===== config.mk =====
export PLATFORM = sky130hd
export DESIGN_NAME = wdt_config
export DESIGN_NICKNAME = d
export VERILOG_FILES = /design/src/logic/wdt_pkg.sv /design/src/logic/wdt_config.sv /design/src/logic/wdt_tick.sv
export SDC_FILE = /design/constraint.sdc
export NUM_CORES = 1
export LEC_CHECK = 0
export ABC_AREA = 1
export BUFFER_PORTS_ARGS = -buffer_cell sky130_fd_sc_hd__buf_2
export CORE_MARGIN = 3
export CORE_UTILIZATION = 30
export CTS_BUF_LIST = sky130_fd_sc_hd__clkbuf_8
export DETAILED_ROUTE_END_ITERATION = 6
export HOLD_SLACK_MARGIN = 0.02
export PLACE_DENSITY = 0.47
export SYNTH_ARGS = -nofsm -noshare
export SYNTH_HDL_FRONTEND = slang
export SYNTH_SLANG_ARGS = --single-unit

===== constraint.sdc =====
create_clock -name clk_sys -period 9.7 [get_ports clk_sys]
set_input_delay 0.97 -clock clk_sys [delete_from_list [all_inputs] [get_ports clk_sys]]
set_output_delay 0.97 -clock clk_sys [all_outputs]
set_load 0.01 [all_outputs]

===== src/logic/wdt_pkg.sv =====
// How it works
// - count only while watchdog device active
// - expiry asserts watchdog output pin
// - retrigger restarts full programmed interval
// - nonzero timeout write enables or refreshes
// - reset fires when count reaches zero
// - zero timeout write disables at once
// - count_unit_bit selects seconds or minutes
// - expiry exact to one clock, tick restarts on write or kick
// - index port selects, data port accesses
// - two consecutive 0x87 writes unlock config
// - 0xaa on index port locks config
// - index 0x07 picks device, 0x08 watchdog
// - 0x01 at index 0x30 activates watchdog
// - bit6 clear at 0x2c routes watchdog pin
// - timeout value lives at index 0xf6
// - 0x00 at 0xf7 stops input retrigger
package wdt_pkg;
    localparam logic [7:0] PORT_INDEX = 8'h2e;
    localparam logic [7:0] PORT_DATA = 8'h2f;
    localparam logic [7:0] KEY_ENTER = 8'h87;
    localparam logic [7:0] KEY_EXIT = 8'haa;
    localparam logic [7:0] IDX_LDEV = 8'h07;
    localparam logic [7:0] IDX_PINMUX = 8'h2c;
    localparam logic [7:0] IDX_ACTIVATE = 8'h30;
    localparam logic [7:0] IDX_UNIT = 8'hf5;
    localparam logic [7:0] IDX_TIMEOUT = 8'hf6;
    localparam logic [7:0] IDX_RETRIG = 8'hf7;
    localparam logic [7:0] LDEV_WDT = 8'h08;
    localparam int UNIT_BIT = 3;
    localparam int PINMUX_WDT_BIT = 6;
    localparam int ACT_BIT = 0;
    localparam int RETRIG_KBD_BIT = 6;
    localparam int RETRIG_MOUSE_BIT = 7;
    localparam logic [7:0] RST_PINMUX = 8'h40;
    localparam logic [7:0] RST_ZERO = 8'h00;
    localparam logic [7:0] RST_RETRIG = 8'hc0;
    localparam int CLK_HZ = 25000000;
    localparam int SEC_PER_MIN = 60;
    localparam int CYC_PER_SEC = CLK_HZ;
endpackage : wdt_pkg


===== src/logic/wdt_config.sv =====
`timescale 1ns/10ps
module wdt_config #(
    parameter int CYC_PER_SEC = wdt_pkg::CYC_PER_SEC
) (
    // clock and reset
    input wire logic clk_sys,
    input wire logic rst,
    // host i/o port cycle, one-cycle strobes
    input wire logic [7:0] io_addr,
    input wire logic [7:0] io_wdata,
    input wire logic io_wr,
    input wire logic io_rd,
    output logic [7:0] io_rdata,
    // keyboard and mouse activity pins
    input wire logic kbd_irq,
    input wire logic mouse_irq,
    // watchdog output, pin routing and config lock status
    output logic watchdog_output_pin,
    output logic wdt_pin_routed,
    output logic config_unlocked
);
    import wdt_pkg::*;

    typedef struct packed {
        logic unlocked;
        logic half_key;
        logic [7:0] index;
        logic [7:0] ldev;
        logic [7:0] pinmux;
        logic act;
        logic [7:0] unit;
        logic [7:0] timeout;
        logic [7:0] count;
        logic [7:0] retrig;
        logic expired;
        logic [7:0] rdata;
        logic [1:0] kbd_sync;
        logic [1:0] mouse_sync;
        logic kbd_prev;
        logic mouse_prev;
    } cfg_state_t;

    cfg_state_t s_q, s_d;
    logic unit_tick;
    logic restart;
    logic running;
    logic idx_wr;
    logic dat_wr;
    logic dat_rd;
    logic wdt_sel;
    logic kbd_edge;
    logic mouse_edge;
    logic input_kick;
    logic tout_wr;

    assign idx_wr = io_wr && io_addr == PORT_INDEX;
    assign dat_wr = io_wr && io_addr == PORT_DATA && s_q.unlocked;
    assign dat_rd = io_rd && io_addr == PORT_DATA && s_q.unlocked;
    assign wdt_sel = s_q.ldev == LDEV_WDT;
    assign kbd_edge = s_q.kbd_sync[1] && !s_q.kbd_prev;
    assign mouse_edge = s_q.mouse_sync[1] && !s_q.mouse_prev;
    assign input_kick = (kbd_edge && s_q.retrig[RETRIG_KBD_BIT])
        || (mouse_edge && s_q.retrig[RETRIG_MOUSE_BIT]);
    assign tout_wr = dat_wr && wdt_sel && s_q.index == IDX_TIMEOUT;
    assign running = s_q.act && s_q.count != 8'h00;
    assign restart = tout_wr || (input_kick && running);

    wdt_tick #(
        .CYC_PER_SEC(CYC_PER_SEC),
        .SEC_PER_MIN(SEC_PER_MIN)
    ) i_wdt_tick (
        .clk_sys(clk_sys),
        .rst(rst),
        .run(running),
        .minutes(s_q.unit[UNIT_BIT]),
        .restart(restart),
        .unit_tick(unit_tick)
    );

    always_comb begin
        s_d = s_q;
        s_d.kbd_sync = {s_q.kbd_sync[0], kbd_irq};
        s_d.mouse_sync = {s_q.mouse_sync[0], mouse_irq};
        s_d.kbd_prev = s_q.kbd_sync[1];
        s_d.mouse_prev = s_q.mouse_sync[1];
        if (idx_wr) begin
            if (!s_q.unlocked) begin
                if (io_wdata == KEY_ENTER && s_q.half_key) begin
                    s_d.unlocked = 1'b1;
                    s_d.half_key = 1'b0;
                end else begin
                    s_d.half_key = io_wdata == KEY_ENTER;
                end
            end else if (io_wdata == KEY_EXIT) begin
                s_d.unlocked = 1'b0;
                s_d.half_key = 1'b0;
            end else begin
                s_d.index = io_wdata;
            end
        end
        if (io_wr && io_addr != PORT_INDEX) begin
            s_d.half_key = 1'b0;
        end
        if (dat_wr) begin
            case (s_q.index)
                IDX_LDEV: s_d.ldev = io_wdata;
                IDX_PINMUX: s_d.pinmux = io_wdata;
                default: begin
                    if (wdt_sel) begin
                        if (s_q.index == IDX_ACTIVATE) begin
                            s_d.act = io_wdata[ACT_BIT];
                        end
                        if (s_q.index == IDX_UNIT) begin
                            s_d.unit = io_wdata;
                        end
                        if (s_q.index == IDX_RETRIG) begin
                            s_d.retrig = io_wdata;
                        end
                    end
                end
            endcase
        end
        // countdown
        if (tout_wr) begin
            s_d.timeout = io_wdata;
            s_d.count = io_wdata;
            s_d.expired = 1'b0;
        end else if (input_kick && running) begin
            s_d.count = s_q.timeout;
        end else if (running && unit_tick) begin
            s_d.count = s_q.count - 8'h01;
            if (s_q.count == 8'h01) begin
                s_d.expired = 1'b1;
            end
        end
        if (dat_rd) begin
            case (s_q.index)
                IDX_LDEV: s_d.rdata = s_q.ldev;
                IDX_PINMUX: s_d.rdata = s_q.pinmux;
                IDX_ACTIVATE: s_d.rdata = wdt_sel ? {7'h00, s_q.act} : 8'h00;
                IDX_UNIT: s_d.rdata = wdt_sel ? s_q.unit : 8'h00;
                IDX_TIMEOUT: s_d.rdata = wdt_sel ? s_q.count : 8'h00;
                IDX_RETRIG: s_d.rdata = wdt_sel ? s_q.retrig : 8'h00;
                default: s_d.rdata = 8'h00;
            endcase
        end else if (io_rd && io_addr == PORT_INDEX) begin
            s_d.rdata = s_q.unlocked ? s_q.index : 8'hff;
        end
    end

    always_ff @(posedge clk_sys or posedge rst) begin
        if (rst) begin
            s_q <= '0;
            s_q.pinmux <= RST_PINMUX;
            s_q.unit <= RST_ZERO;
            s_q.timeout <= RST_ZERO;
            s_q.count <= RST_ZERO;
            s_q.retrig <= RST_RETRIG;
        end else begin
            s_q <= s_d;
        end
    end

    assign io_rdata = s_q.rdata;
    assign wdt_pin_routed = !s_q.pinmux[PINMUX_WDT_BIT];
    assign watchdog_output_pin = s_q.expired && wdt_pin_routed;
    assign config_unlocked = s_q.unlocked;
endmodule : wdt_config


===== src/logic/wdt_tick.sv =====
`timescale 1ns/10ps
module wdt_tick #(
    parameter int CYC_PER_SEC = 25000000,
    parameter int SEC_PER_MIN = 60
) (
    // clock and reset
    input wire logic clk_sys,
    input wire logic rst,
    // control
    input wire logic run,
    input wire logic minutes,
    input wire logic restart,
    // unit pulse
    output logic unit_tick
);
    typedef struct packed {
        logic [31:0] cyc;
        logic [7:0] sec;
        logic tick;
    } tick_state_t;
    tick_state_t s_q, s_d;
    always_comb begin
        s_d = s_q;
        s_d.tick = 1'b0;
        if (!run || restart) begin
            s_d.cyc = '0;
            s_d.sec = '0;
        end else if (s_q.cyc == 32'(CYC_PER_SEC - 1)) begin
            s_d.cyc = '0;
            if (!minutes) begin
                s_d.tick = 1'b1;
                s_d.sec = '0;
            end else if (s_q.sec == 8'(SEC_PER_MIN - 1)) begin
                s_d.tick = 1'b1;
                s_d.sec = '0;
            end else begin
                s_d.sec = s_q.sec + 8'h01;
            end
        end else begin
            s_d.cyc = s_q.cyc + 32'h1;
        end
    end
    always_ff @(posedge clk_sys or posedge rst) begin
        if (rst) begin
            s_q <= '0;
        end else begin
            s_q <= s_d;
        end
    end
    assign unit_tick = s_q.tick;
endmodule : wdt_tick


## Word level (Yosys, flattened, before mapping)

Cells that the tools add are included.

| storage, ports and cells | value |
|---|---|
| flip-flop bits (word level) | 115 |
| latch bits | 0 |
| bits in writable memories | 0 |
| bits in read-only memories | 0 |
| bits of input ports | 22 |
| output and inout bits | 11 |
| memories | 0 |

| operators by class | value |
|---|---|
| add/subtract/negate cells | 3 |
| $mul | 0 |
| divide/modulo/power cells | 0 |
| $lt $le $gt $ge | 0 |
| equality and inequality tests | 17 |
| shifts and indexed selects | 0 |
| multiplexer cells | 30 |
| bitwise logic cells | 2 |
| reduce and logical (&&, ||, !) cells | 41 |

Operator list:

| kind | number |
|---|---|
| 8-bit two-way mux | 12 |
| 8-bit case mux with 6 select lines | 1 |
| 8-bit by 6-bit equality test with 1-bit output (second input constant) | 5 |
| 8-bit equality test (second input constant) | 5 |
| 40-bit two-way mux | 1 |
| 32-bit by 1-bit adder with 32-bit output (second input constant) | 1 |
| 32-bit by 25-bit equality test with 1-bit output (second input constant) | 1 |
| 32-bit two-way mux | 1 |
| 9-bit two-way mux | 3 |
| 1-bit logical AND | 18 |
| 4-bit AND reduction | 3 |
| 1-bit two-way mux | 10 |
| 2-bit nonzero test | 5 |
| 8-bit by 1-bit adder with 8-bit output (second input constant) | 1 |
| 8-bit by 1-bit equality test with 1-bit output (second input constant) | 1 |
| 8-bit by 3-bit equality test with 1-bit output (second input constant) | 1 |
| 8-bit by 4-bit equality test with 1-bit output (second input constant) | 1 |
| 8-bit by 6-bit != test with 1-bit output (second input constant) | 1 |
| 8-bit nonzero test | 1 |
| 8-bit by 1-bit subtractor with 8-bit output (second input constant) | 1 |
| 2-bit AND reduction | 3 |
| 3-bit AND reduction | 2 |
| 1-bit zero test | 4 |
| 2-bit two-way mux | 2 |
| 6 further kinds | 9 |

## Longest topological paths before layout

Gate-level depths: netlist of run 1.

| depth | value |
|---|---|
| depth in word-level cells | 8 |
| gate-level depth with buffers | 13 |

## By module

A second synthesis of run 1 with hierarchy kept.

| second synthesis, totals | value |
|---|---|
| cell total of the unflattened synthesis | 994 |
| area, all modules | 7,055.5 µm² |

By module, submodules not included:

| module | times used | cells an instance | area each (µm²) | sequential area each (µm²) |
|---|---|---|---|---|
| wdt_config | 1 | 572 | 4,334.2 | 1,855.5 |
| wdt_tick | 1 | 422 | 2,721.4 | 1,026.0 |

## Worst setup path after synthesis of run 1

No wires, ideal clock.

| timing | value |
|---|---|
| path kind | input to register |
| from | in io_addr[6] |
| to | reg s_q[29] (netlist name) |
| library setup time | 117 ps |
| arrival | 2,083 ps |
| required time | 9,583 ps |
| setup slack | 7,500 ps |
| stages on the path | 10 |
| buffers on the path | 0 |
| path through | inv_1 > nand2_1 > nor3_4 > nand3_1 > nor2_2 > nand3_1 > nand2_1 > nand2_1 > nand2_1 > nand2_1 |

| between the ends | value |
|---|---|
| longest elaborated chain between the ends | 6 |
| elaborated cells between the ends (all ways) | 7 |
| classes of those cells | eq/ne (1); mux (1); reduce/logical (5) |

RTL lines:

| what | RTL line | RTL |
|---|---|---|
| start, declared | wdt_config.sv:9 | `input wire logic [7:0] io_addr,` |
| 8-bit by 6-bit equality test with 1-bit output * | wdt_config.sv:57 | `assign dat_wr = io_wr && io_addr == PORT_DATA && s_q.unlocked;` |
| 1-bit logical AND * (2 in series) | wdt_config.sv:57 |  |
| 1-bit logical AND * (2 in series) | wdt_config.sv:64 | `assign tout_wr = dat_wr && wdt_sel && s_q.index == IDX_TIMEOUT;` |
| 3-bit nonzero test (no source line) / 8-bit two-way mux (equally long branches) | - |  |
| end, declared | wdt_config.sv:43 | `cfg_state_t s_q, s_d;` |

Every way passes the cells marked *; elsewhere a longest branch is shown, timed or not.
A chain may end at the register's enable or synchronous reset.

## Worst setup path in the final report of run 1

| timing | value |
|---|---|
| from | reg i_wdt_tick.s_q[9] (netlist name) |
| to | reg i_wdt_tick.s_q[4] (netlist name) |

| between the ends | value |
|---|---|
| longest elaborated chain between the ends | 2 |

RTL lines:

| what | RTL line | RTL |
|---|---|---|
| start, declared | wdt_tick.sv:21 | `tick_state_t s_q, s_d;` |
| start signal, assigned | wdt_tick.sv:45 | `s_q <= '0;` |
| start signal, assigned | wdt_tick.sv:47 | `s_q <= s_d;` |
| 32-bit by 25-bit equality test with 1-bit output | wdt_tick.sv:28 | `end else if (s_q.cyc == 32'(CYC_PER_SEC - 1)) begin` |
| 2-bit nonzero test (no source line) | - |  |

No other way between the ends.

==> run summary, run 1 <==
### Worst setup path
* **Buffers & Inverters on Critical Path** 3
* **Crit Path Class** reg -> reg
* **maximum fanout along the worst path** 16
* **Reg2Reg Capture Point** i_wdt_tick.s_q[4]
* **worst-case reg-to-reg path depth** 11
* **data required time of the worst path** 9.99 ns
* **Critical Path Start Type** flip-flop
* **critical path cell sequence** ha_1, nand2_1, nor2_4, nand3_1, inv_1, nand4_1, nor2_1, buf_4, inv_1, nand2_1, a21oi_1
* **arrival time at the worst endpoint** 2.85 ns
* **worst stage delay on the critical path** 0.45 ns
* **flop-to-flop setup slack** 7.14 ns
* **source of the worst register-to-register timing path** i_wdt_tick.s_q[9]
* **Top delay family on crit path** simple AND/OR/NAND/NOR gates
* **Critical Path Sink Type** flip-flop
* **slowest library cell on the worst path** sky130_fd_sc_hd__nor2_1

### Route
* **detailed-route wire length** 17,900 microns
* **Highest Signal Layer** met4
* **number of routed nets with antenna violations** 0
* **average detailed-routed wire length per instance** 15.3 microns
* **post-route DRC violation count** 0
* **number of vias after detailed routing** 5,747
* **routed wl met3** 866 microns
* **routed length on met1** 8960 microns
* **Detailed Routing Iterations Pass 1** 5
* **count of routing violations after the opening detailed-route iteration** 461
* **vias per cell** 4.92
* **Detail Route met2 WL** 7770 microns

### Run status
* **run status** complete, no violations

### Clock network
* **number of gates given a new drive strength after cts** 0
* **clock buffer depth** 2
* **CTS tree** done
* **hold-fix buffer count after cts** 0
* **clk_lat worst skew** 0.44 ns
* **number of H-tree branching levels** 4
* **root cell of the clock tree** sky130_fd_sc_hd__clkbuf_8
* **setup fix buffers added after clock tree synthesis** 0
* **clock net sink count** 115
* **number of buffers inserted during clock tree synthesis** 17
* **clock-pin slew on the worst setup and hold paths** 0.07 ns

### Timing
* **Post-Route Skew** 0.0171 ns
* **sum of negative setup slack** 0 ns
* **worst max-slew margin expressed relative to the limit** 42.5%
* **Worst Tran Pin Value** 0.861 ns
* **final hold violations** 0
* **Worst Hold Slack** 0.352 ns
* **maximum achievable frequency** 0.391 GHz
* **final critical delay including setup and external delays** 2.56 ns
* **Finish-stage setup viols** 0
* **unrepaired setup endpoints after global routing** no
* **fraction of the cycle the final worst path needs** 26.4%
* **final count of pins violating max slew** 0

### Floorplanning
* **initial cell density of the core** 31.1%
* **core footprint** 21,400 sq um
* **Die Ht** 155 microns
* **number of standard-cell rows in the floorplan** 53
* **width of the chip** 155 microns
* **number of top-level design ports** 33
* **floorplan die area** 23,900 sq um

### Worst hold path
* **number of cells on the worst hold path** 0
* **min-delay src** s_d[3]
* **path category of the worst min-delay check** reg -> reg
* **worst hold endpoint** s_d[0]

### Yosys
* **synthesized-area fraction occupied by adder cells** 0.754%
* **area share of the largest cell type after synthesis** 42.2%
* **register area share after synthesis** 43.4%
* **number of storage elements in the synthesis netlist** 115
* **multiplexer share of the synthesized area** 0%
* **synthesized-area fraction occupied by and/or/nand/nor cells** 36.0%
* **YS warnings** 0
* **Syn Nets** 888
* **number of standard cells after synthesis** 862
* **dominant combinational cell family by area after synthesis** simple AND/OR/NAND/NOR gates
* **xor and xnor area share after synthesis** 3.96%
* **complex-gate fraction of the synthesized area** 8.28%
* **number of distinct library cell variants in the gate-level netlist after synthesis** 37
* **most area-consuming cells after synthesis** sky130_fd_sc_hd__dfrtp_1, sky130_fd_sc_hd__nand2_1, sky130_fd_sc_hd__nand3_1
* **cell area after synthesis** 6630 sq um
* **Avg Inst Size Synth** 7.70 sq um
* **Synth area leader** sky130_fd_sc_hd__dfrtp_1

### Finish
* **proportion of layout cells with a drive suffix above 1** 12.7%
* **growth of design area from synthesis to finish** 10.3%
* **commonest cells after routing, fill and taps aside** sky130_fd_sc_hd__nand2_1, sky130_fd_sc_hd__dfrtp_1, sky130_fd_sc_hd__nor2_1
* **net count of the finished layout** 905
* **most common cell after layout, fill and taps aside** sky130_fd_sc_hd__nand2_1
* **antenna cells** 0
* **Final Util** 34.3%

### Power
* **leakage** 0.00326 uW
* **worst ir drop on vdd** 0.0000630 V
* **power density normalized to cell area** 137 nW/um^2

### Global routing
* **sum of overflow across all layers after global routing** 0
* **initial antenna violation count** 0
* **total global-route track usage** 15.2%
* **largest net degree at the start of global routing** 65
* **number of global-route vias before repair** 5,473
* **global-route wire length before repair** 29,300 microns

### Placement
* **IO buf count** 32
* **detailed-placement wirelength estimate** 12,700 microns
* **GPL Wtd Cong** 0.870

### Run
* **Max Cap Viol** 0

flip-flops by register name (all words and copies together), names as in the netlist:
signal                flops
config_unlocked           1
i_wdt_tick.s_q           40
i_wdt_tick.unit_tick      1
io_rdata                  8
s_d                       4
s_q                      61
kinds of logic after synthesis:
kind of cell | Yosys count
adder cells (fa/ha/maj) | 4
XOR/XNOR | 30
AND/OR/NAND/NOR | 518
AO/OA/AOI/OAI | 88
flip-flops | 115
buffers and inverters | 107
layer usage:
metal | vias to the layer above | GRT usage (%)
met2 | 147 | 22.6
met5 | - | 0
met3 | 21 | 3.08
met1 | 2695 | 22.0
li1 | 2884 | -
met4 | 0 | 5.09
worst max-delay path by stage:
stage	from	cells after the start	endpoint	slack [ns]
after detailed placement	io_addr[6]	8	io_rdata[1]	6.87
after floorplan	rst	1	config_unlocked	5.69
after global placement	io_addr[6]	8	io_rdata[0]	6.97
after CTS	i_wdt_tick.s_q[9]	11	i_wdt_tick.s_q[6]	7.06
final	i_wdt_tick.s_q[9]	11	i_wdt_tick.s_q[4]	7.14
after global routing	i_wdt_tick.s_q[9]	11	i_wdt_tick.s_q[4]	6.86
stage by stage:
| step | power, uW | setup slack [ns] | instances | instance area, sq um |
|---|---|---|---|---|
| floorplan | 534 | 5.69 | 862 | 6630 |
| global placement | 549 | 6.97 | 1135 | 6920 |
| detailed placement | 550 | 6.87 | 1135 | 6920 |
| CTS | 1020 | 7.06 | 1167 | 7320 |
| global route | 1050 | 6.86 | 1167 | 7320 |
| finish | 1000 | 7.14 | 1167 | 7320 |
synthesized netlist by cell type, drive strengths merged:
cell / number
nand3b: 5
nor2: 110
nand2: 228
and3: 1
nand3: 89
or2: 1
buf: 27
xor2: 22
dfrtp: 112
nor3: 36
nand4: 41
o21bai: 7
nor4: 6
o21ai: 47
o31ai: 9
inv: 71
o211ai: 1
and2: 1
a21boi: 1
clkbuf: 9
dfstp: 3
a21oi: 23
xnor2: 8
ha: 4
layout make-up:
type / instances / area [sq um]
clock inverter: 15 / 166
fill: 2295 / 14000
timing repair buffer: 34 / 175
sequential: 115 / 2880
tap: 275 / 344
inverter: 71 / 269
clock buffer: 17 / 234
multi-input combinational: 640 / 3250
report_power, final:
| part | leakage, uW | switching, uW | total (uW) | internal [uW] |
|---|---|---|---|---|
| Combinational | 0.00150 | 32.5 | 45.1 | 12.6 |
| Clock | 0.000199 | 213 | 464 | 251 |
| Sequential | 0.00157 | 6.21 | 494 | 487 |
| Total | 0.00326 | 252 | 1000 | 751 |
(Power assumes the default switching activity.)
==> inputs of run 2 (changes only) <==
--- a/config.mk
+++ b/config.mk
@@ -5,14 +5,14 @@
 export SDC_FILE = /design/constraint.sdc
 export NUM_CORES = 1
 export LEC_CHECK = 0
-export ABC_AREA = 1
+export ABC_AREA = 0
 export BUFFER_PORTS_ARGS = -buffer_cell sky130_fd_sc_hd__buf_2
 export CORE_MARGIN = 3
 export CORE_UTILIZATION = 30
 export CTS_BUF_LIST = sky130_fd_sc_hd__clkbuf_8
 export DETAILED_ROUTE_END_ITERATION = 6
 export HOLD_SLACK_MARGIN = 0.02
-export PLACE_DENSITY = 0.47
+export PLACE_DENSITY = 0.49
 export SYNTH_ARGS = -nofsm -noshare
 export SYNTH_HDL_FRONTEND = slang
 export SYNTH_SLANG_ARGS = --single-unit
==> constraint.sdc (replaced) <==
create_clock -name clk_sys -period 2.16 [get_ports clk_sys]
set_input_delay 0.216 -clock clk_sys [delete_from_list [all_inputs] [get_ports clk_sys]]
set_output_delay 0.216 -clock clk_sys [all_outputs]
set_load 0.01 [all_outputs]
==> run 2 against run 1 <==
Compared with the run above:
- the flow now finishes with violations (setup timing)
- utilization up 7.8 points
- cell area up 9.2%
- clock power rose to 4.8 times the previous value
- global-route usage down 0.091 points
- synthesized cell count down 33%
- routed wire length down 9.4%
- combinational power rose to 3.3 times the previous value
- sequential power rose to 4.4 times the previous value
- hold slack worse by 0.24 ns
- flip-flop and latch count unchanged
- first-iteration DRC count down 37%
- clock skew about the same
==> run summary, run 2 <==
### Yosys
* **most frequent cells after synthesis** sky130_fd_sc_hd__dfrtp_1, sky130_fd_sc_hd__nand2_1, sky130_fd_sc_hd__nor2_1
* **YS warnings** 0
* **number of synthesized flops with an enable pin** 0
* **most area-consuming cells after synthesis** sky130_fd_sc_hd__dfrtp_1, sky130_fd_sc_hd__mux2_2, sky130_fd_sc_hd__nand2_1
* **library cell with the highest instance count after synthesis** sky130_fd_sc_hd__dfrtp_1
* **cell area after synthesis** 5910 sq um
* **Avg Inst Size Synth** 10.3 sq um
* **flip-flop cell with the highest count after synthesis** sky130_fd_sc_hd__dfrtp_1
* **Syn Nets** 602
* **number of distinct library cell variants in the gate-level netlist after synthesis** 63
* **number of storage elements in the synthesis netlist** 115
* **register area share after synthesis** 48.7%
* **fraction of registers with async set/reset** 100%
* **area share of the largest cell type after synthesis** 47.4%
* **number of standard cells after synthesis** 576
* **Synth area leader** sky130_fd_sc_hd__dfrtp_1

### Worst setup path
* **origin of the worst setup path** s_q[60]
* **source of the worst register-to-register timing path** s_q[60]
* **Top delay family on crit path** simple AND/OR/NAND/NOR gates
* **Critical Path Sink Type** flip-flop
* **maximum fanout along the worst path** 8
* **worst stage delay on the critical path** 0.60 ns
* **worst-case reg-to-reg path depth** 6
* **Critical Path Start Type** flip-flop
* **critical path cell sequence** or4_4, nor4_4, nand3_2, nor3_4, buf_12, mux2_4
* **data required time of the worst path** 2.47 ns
* **arrival time at the worst endpoint** 2.51 ns
* **depth of the critical timing path with buffers and inverters included** 6
* **slowest library cell on the worst path** sky130_fd_sc_hd__or4_4
* **Buffers & Inverters on Critical Path** 1
* **Crit Path Class** reg -> reg

### Clock network
* **clock net sink count** 115
* **root cell of the clock tree** sky130_fd_sc_hd__clkbuf_8
* **clk_lat worst skew** 0.44 ns
* **number of H-tree branching levels** 4
* **number of buffers inserted during clock tree synthesis** 17
* **CTS tree** done
* **clock buffer depth** 2
* **clock-pin slew on the worst setup and hold paths** 0.08 ns

### Placement
* **detailed-placement wirelength estimate** 11,100 microns
* **Placed Cells** 927
* **IO buf count** 32
* **GPL Wtd Cong** 0.896

### Run status
* **run status** finished with violations
* **violated checks** setup timing

### Power
* **total chip power** 4580 uW
* **power density normalized to cell area** 573 nW/um^2
* **worst ir drop on vdd** 0.000282 V
* **leakage** 0.00347 uW

### Timing
* **worst max-slew margin expressed relative to the limit** 52.0%
* **fraction of the cycle the final worst path needs** 102%
* **Worst Tran Pin Value** 0.719 ns
* **maximum achievable frequency** 0.456 GHz
* **minimum setup slack in the final design** -0.0340 ns
* **final critical delay including setup and external delays** 2.19 ns
* **final hold violations** 0
* **Post-Route Skew** 0.0175 ns
* **final count of pins violating max slew** 0
* **Finish-stage setup viols** 25
* **unrepaired setup endpoints after global routing** yes
* **Worst Hold Slack** 0.111 ns

### Global routing
* **GR Layer Usage met1** 20.4%
* **number of global-route vias before repair** 4,869
* **GRT met2 Usage** 23.9%
* **initial antenna violation count** 0
* **met3 capacity usage during global routing** 3.88%
* **busiest grt layer** met2
* **total global-route track usage** 15.1%
* **global-route wire length before repair** 26,100 microns
* **largest net degree at the start of global routing** 52
* **sum of overflow across all layers after global routing** 0

### Route
* **detailed-route wire length** 16,200 microns
* **post-route DRC violation count** 0
* **average detailed-routed wire length per instance** 16.7 microns
* **vias per cell** 5.11
* **count of routing violations after the opening detailed-route iteration** 290
* **Detailed Routing Iterations Pass 1** 5
* **number of vias after detailed routing** 4,976
* **number of routed nets with antenna violations** 0

### Worst hold path
* **number of cells on the worst hold path** 3
* **path category of the worst min-delay check** in -> reg
* **min-delay src** io_wr

### Finish
* **net count of the finished layout** 727
* **max FFs per register** 61
* **proportion of layout cells with a drive suffix above 1** 38.9%
* **post-route insts no fill** 974
* **top register by number of flip-flops** s_q
* **growth of design area from synthesis to finish** 35.2%
* **antenna cells** 0
* **commonest cells after routing, fill and taps aside** sky130_fd_sc_hd__dfrtp_1, sky130_fd_sc_hd__buf_4, sky130_fd_sc_hd__nand2_1
* **most common cell after layout, fill and taps aside** sky130_fd_sc_hd__dfrtp_1
* **fill cell count** 1,856

### Floorplanning
* **Die Ht** 146 microns
* **initial cell density of the core** 31.1%
* **number of top-level design ports** 33
* **core footprint** 19,000 sq um
* **width of the chip** 146 microns
* **floorplan die area** 21,400 sq um
* **number of standard-cell rows in the floorplan** 50

### Run
* **Max Cap Viol** 0

-- run 2: cell types whose count changed after synthesis, sizes merged, moves of 16 or more --
cell,change
nand2,-168
nor2,-56
inv,-62
mux2,+41
nor3,-23
o21ai,-19
nand3,-63
nand4,-23
and3,+16
-- run 2: cell type report --
cell class	count	area [sq um]	share of cell area, %
multi-input combinational	424	3220	40.3
sequential	115	2880	36.0
timing repair buffer	134	1090	13.6
tap	260	325	4.07
clock buffer	19	262	3.27
clock inverter	13	184	2.30
inverter	9	37.5	0.469
-- run 2: final timing paths --
check	to	slack, ns
min in group asynchronous	i_wdt_tick.s_q[37]	0.44
worst min register to register	s_d[1]	0.35
worst max-delay path	s_q[16]	-0.03
worst min-delay path	s_q[72]	0.11
max in group asynchronous	s_q[21]	0.98
worst max register to register	s_q[16]	-0.03
-- run 2: per-stage QoR --
| step | setup slack, ns | area (sq um) | setup TNS (ns) | utilization (%) |
|---|---|---|---|---|
| 2_1_floorplan | -0.152 | 5920 | -2.11 | - |
| 3_3_place_gp | -0.151 | 6960 | -6.46 | 36.6 |
| 3_5_place_dp | -0.165 | 6960 | -6.08 | 36.6 |
| 4_1_cts | -0.0526 | 7600 | -0.354 | 40.0 |
| 5_1_grt | -0.131 | 8000 | -3.72 | 42.0 |
| 6_report | -0.0340 | 8000 | -0.496 | 42.0 |
-- run 2: logic make-up (layout without fill, tap and decap cells) --
family | Yosys count | count (layout) | synth area share (%)
AND/OR/NAND/NOR | 268 | 268 | 26.1
flip-flops | 115 | 115 | 48.7
AO/OA/AOI/OAI | 77 | 77 | 8.15
multiplexers | 42 | 42 | 7.98
buffers and inverters | 37 | 175 | 3.34
XOR/XNOR | 33 | 33 | 4.89
adder cells (fa/ha/maj) | 4 | 4 | 0.846
-- run 2: metal layers --
metal,vias to the layer above,wire length [microns]
met3,16,736
li1,2344,-
met4,0,212
met1,2500,7440
met5,-,0
met2,116,7840
-- run 2: power by group --
| group | switching, uW | internal [uW] |
|---|---|---|
| clock | 938 | 1320 |
| combinational | 103 | 47.9 |
| sequential | 7.54 | 2170 |
| total | 1050 | 3540 |
-- run 2: what timing repair did --
item | in CTS | in global routing
cloned | 1 | 2
hold endpoints to repair | 27 | 0
pin swaps | 9 | 34
resized for setup | 20 | 89
setup buffers | 5 | 6
hold buffers | 3 | 0
endpoints found under the setup margin | 86 | 81
-- run 2: worst min-delay path, delay by kind of cell --
kind	cells	cell delay [ns]
AND/OR/NAND/NOR	2	0.15
buffers and inverters	1	0.14
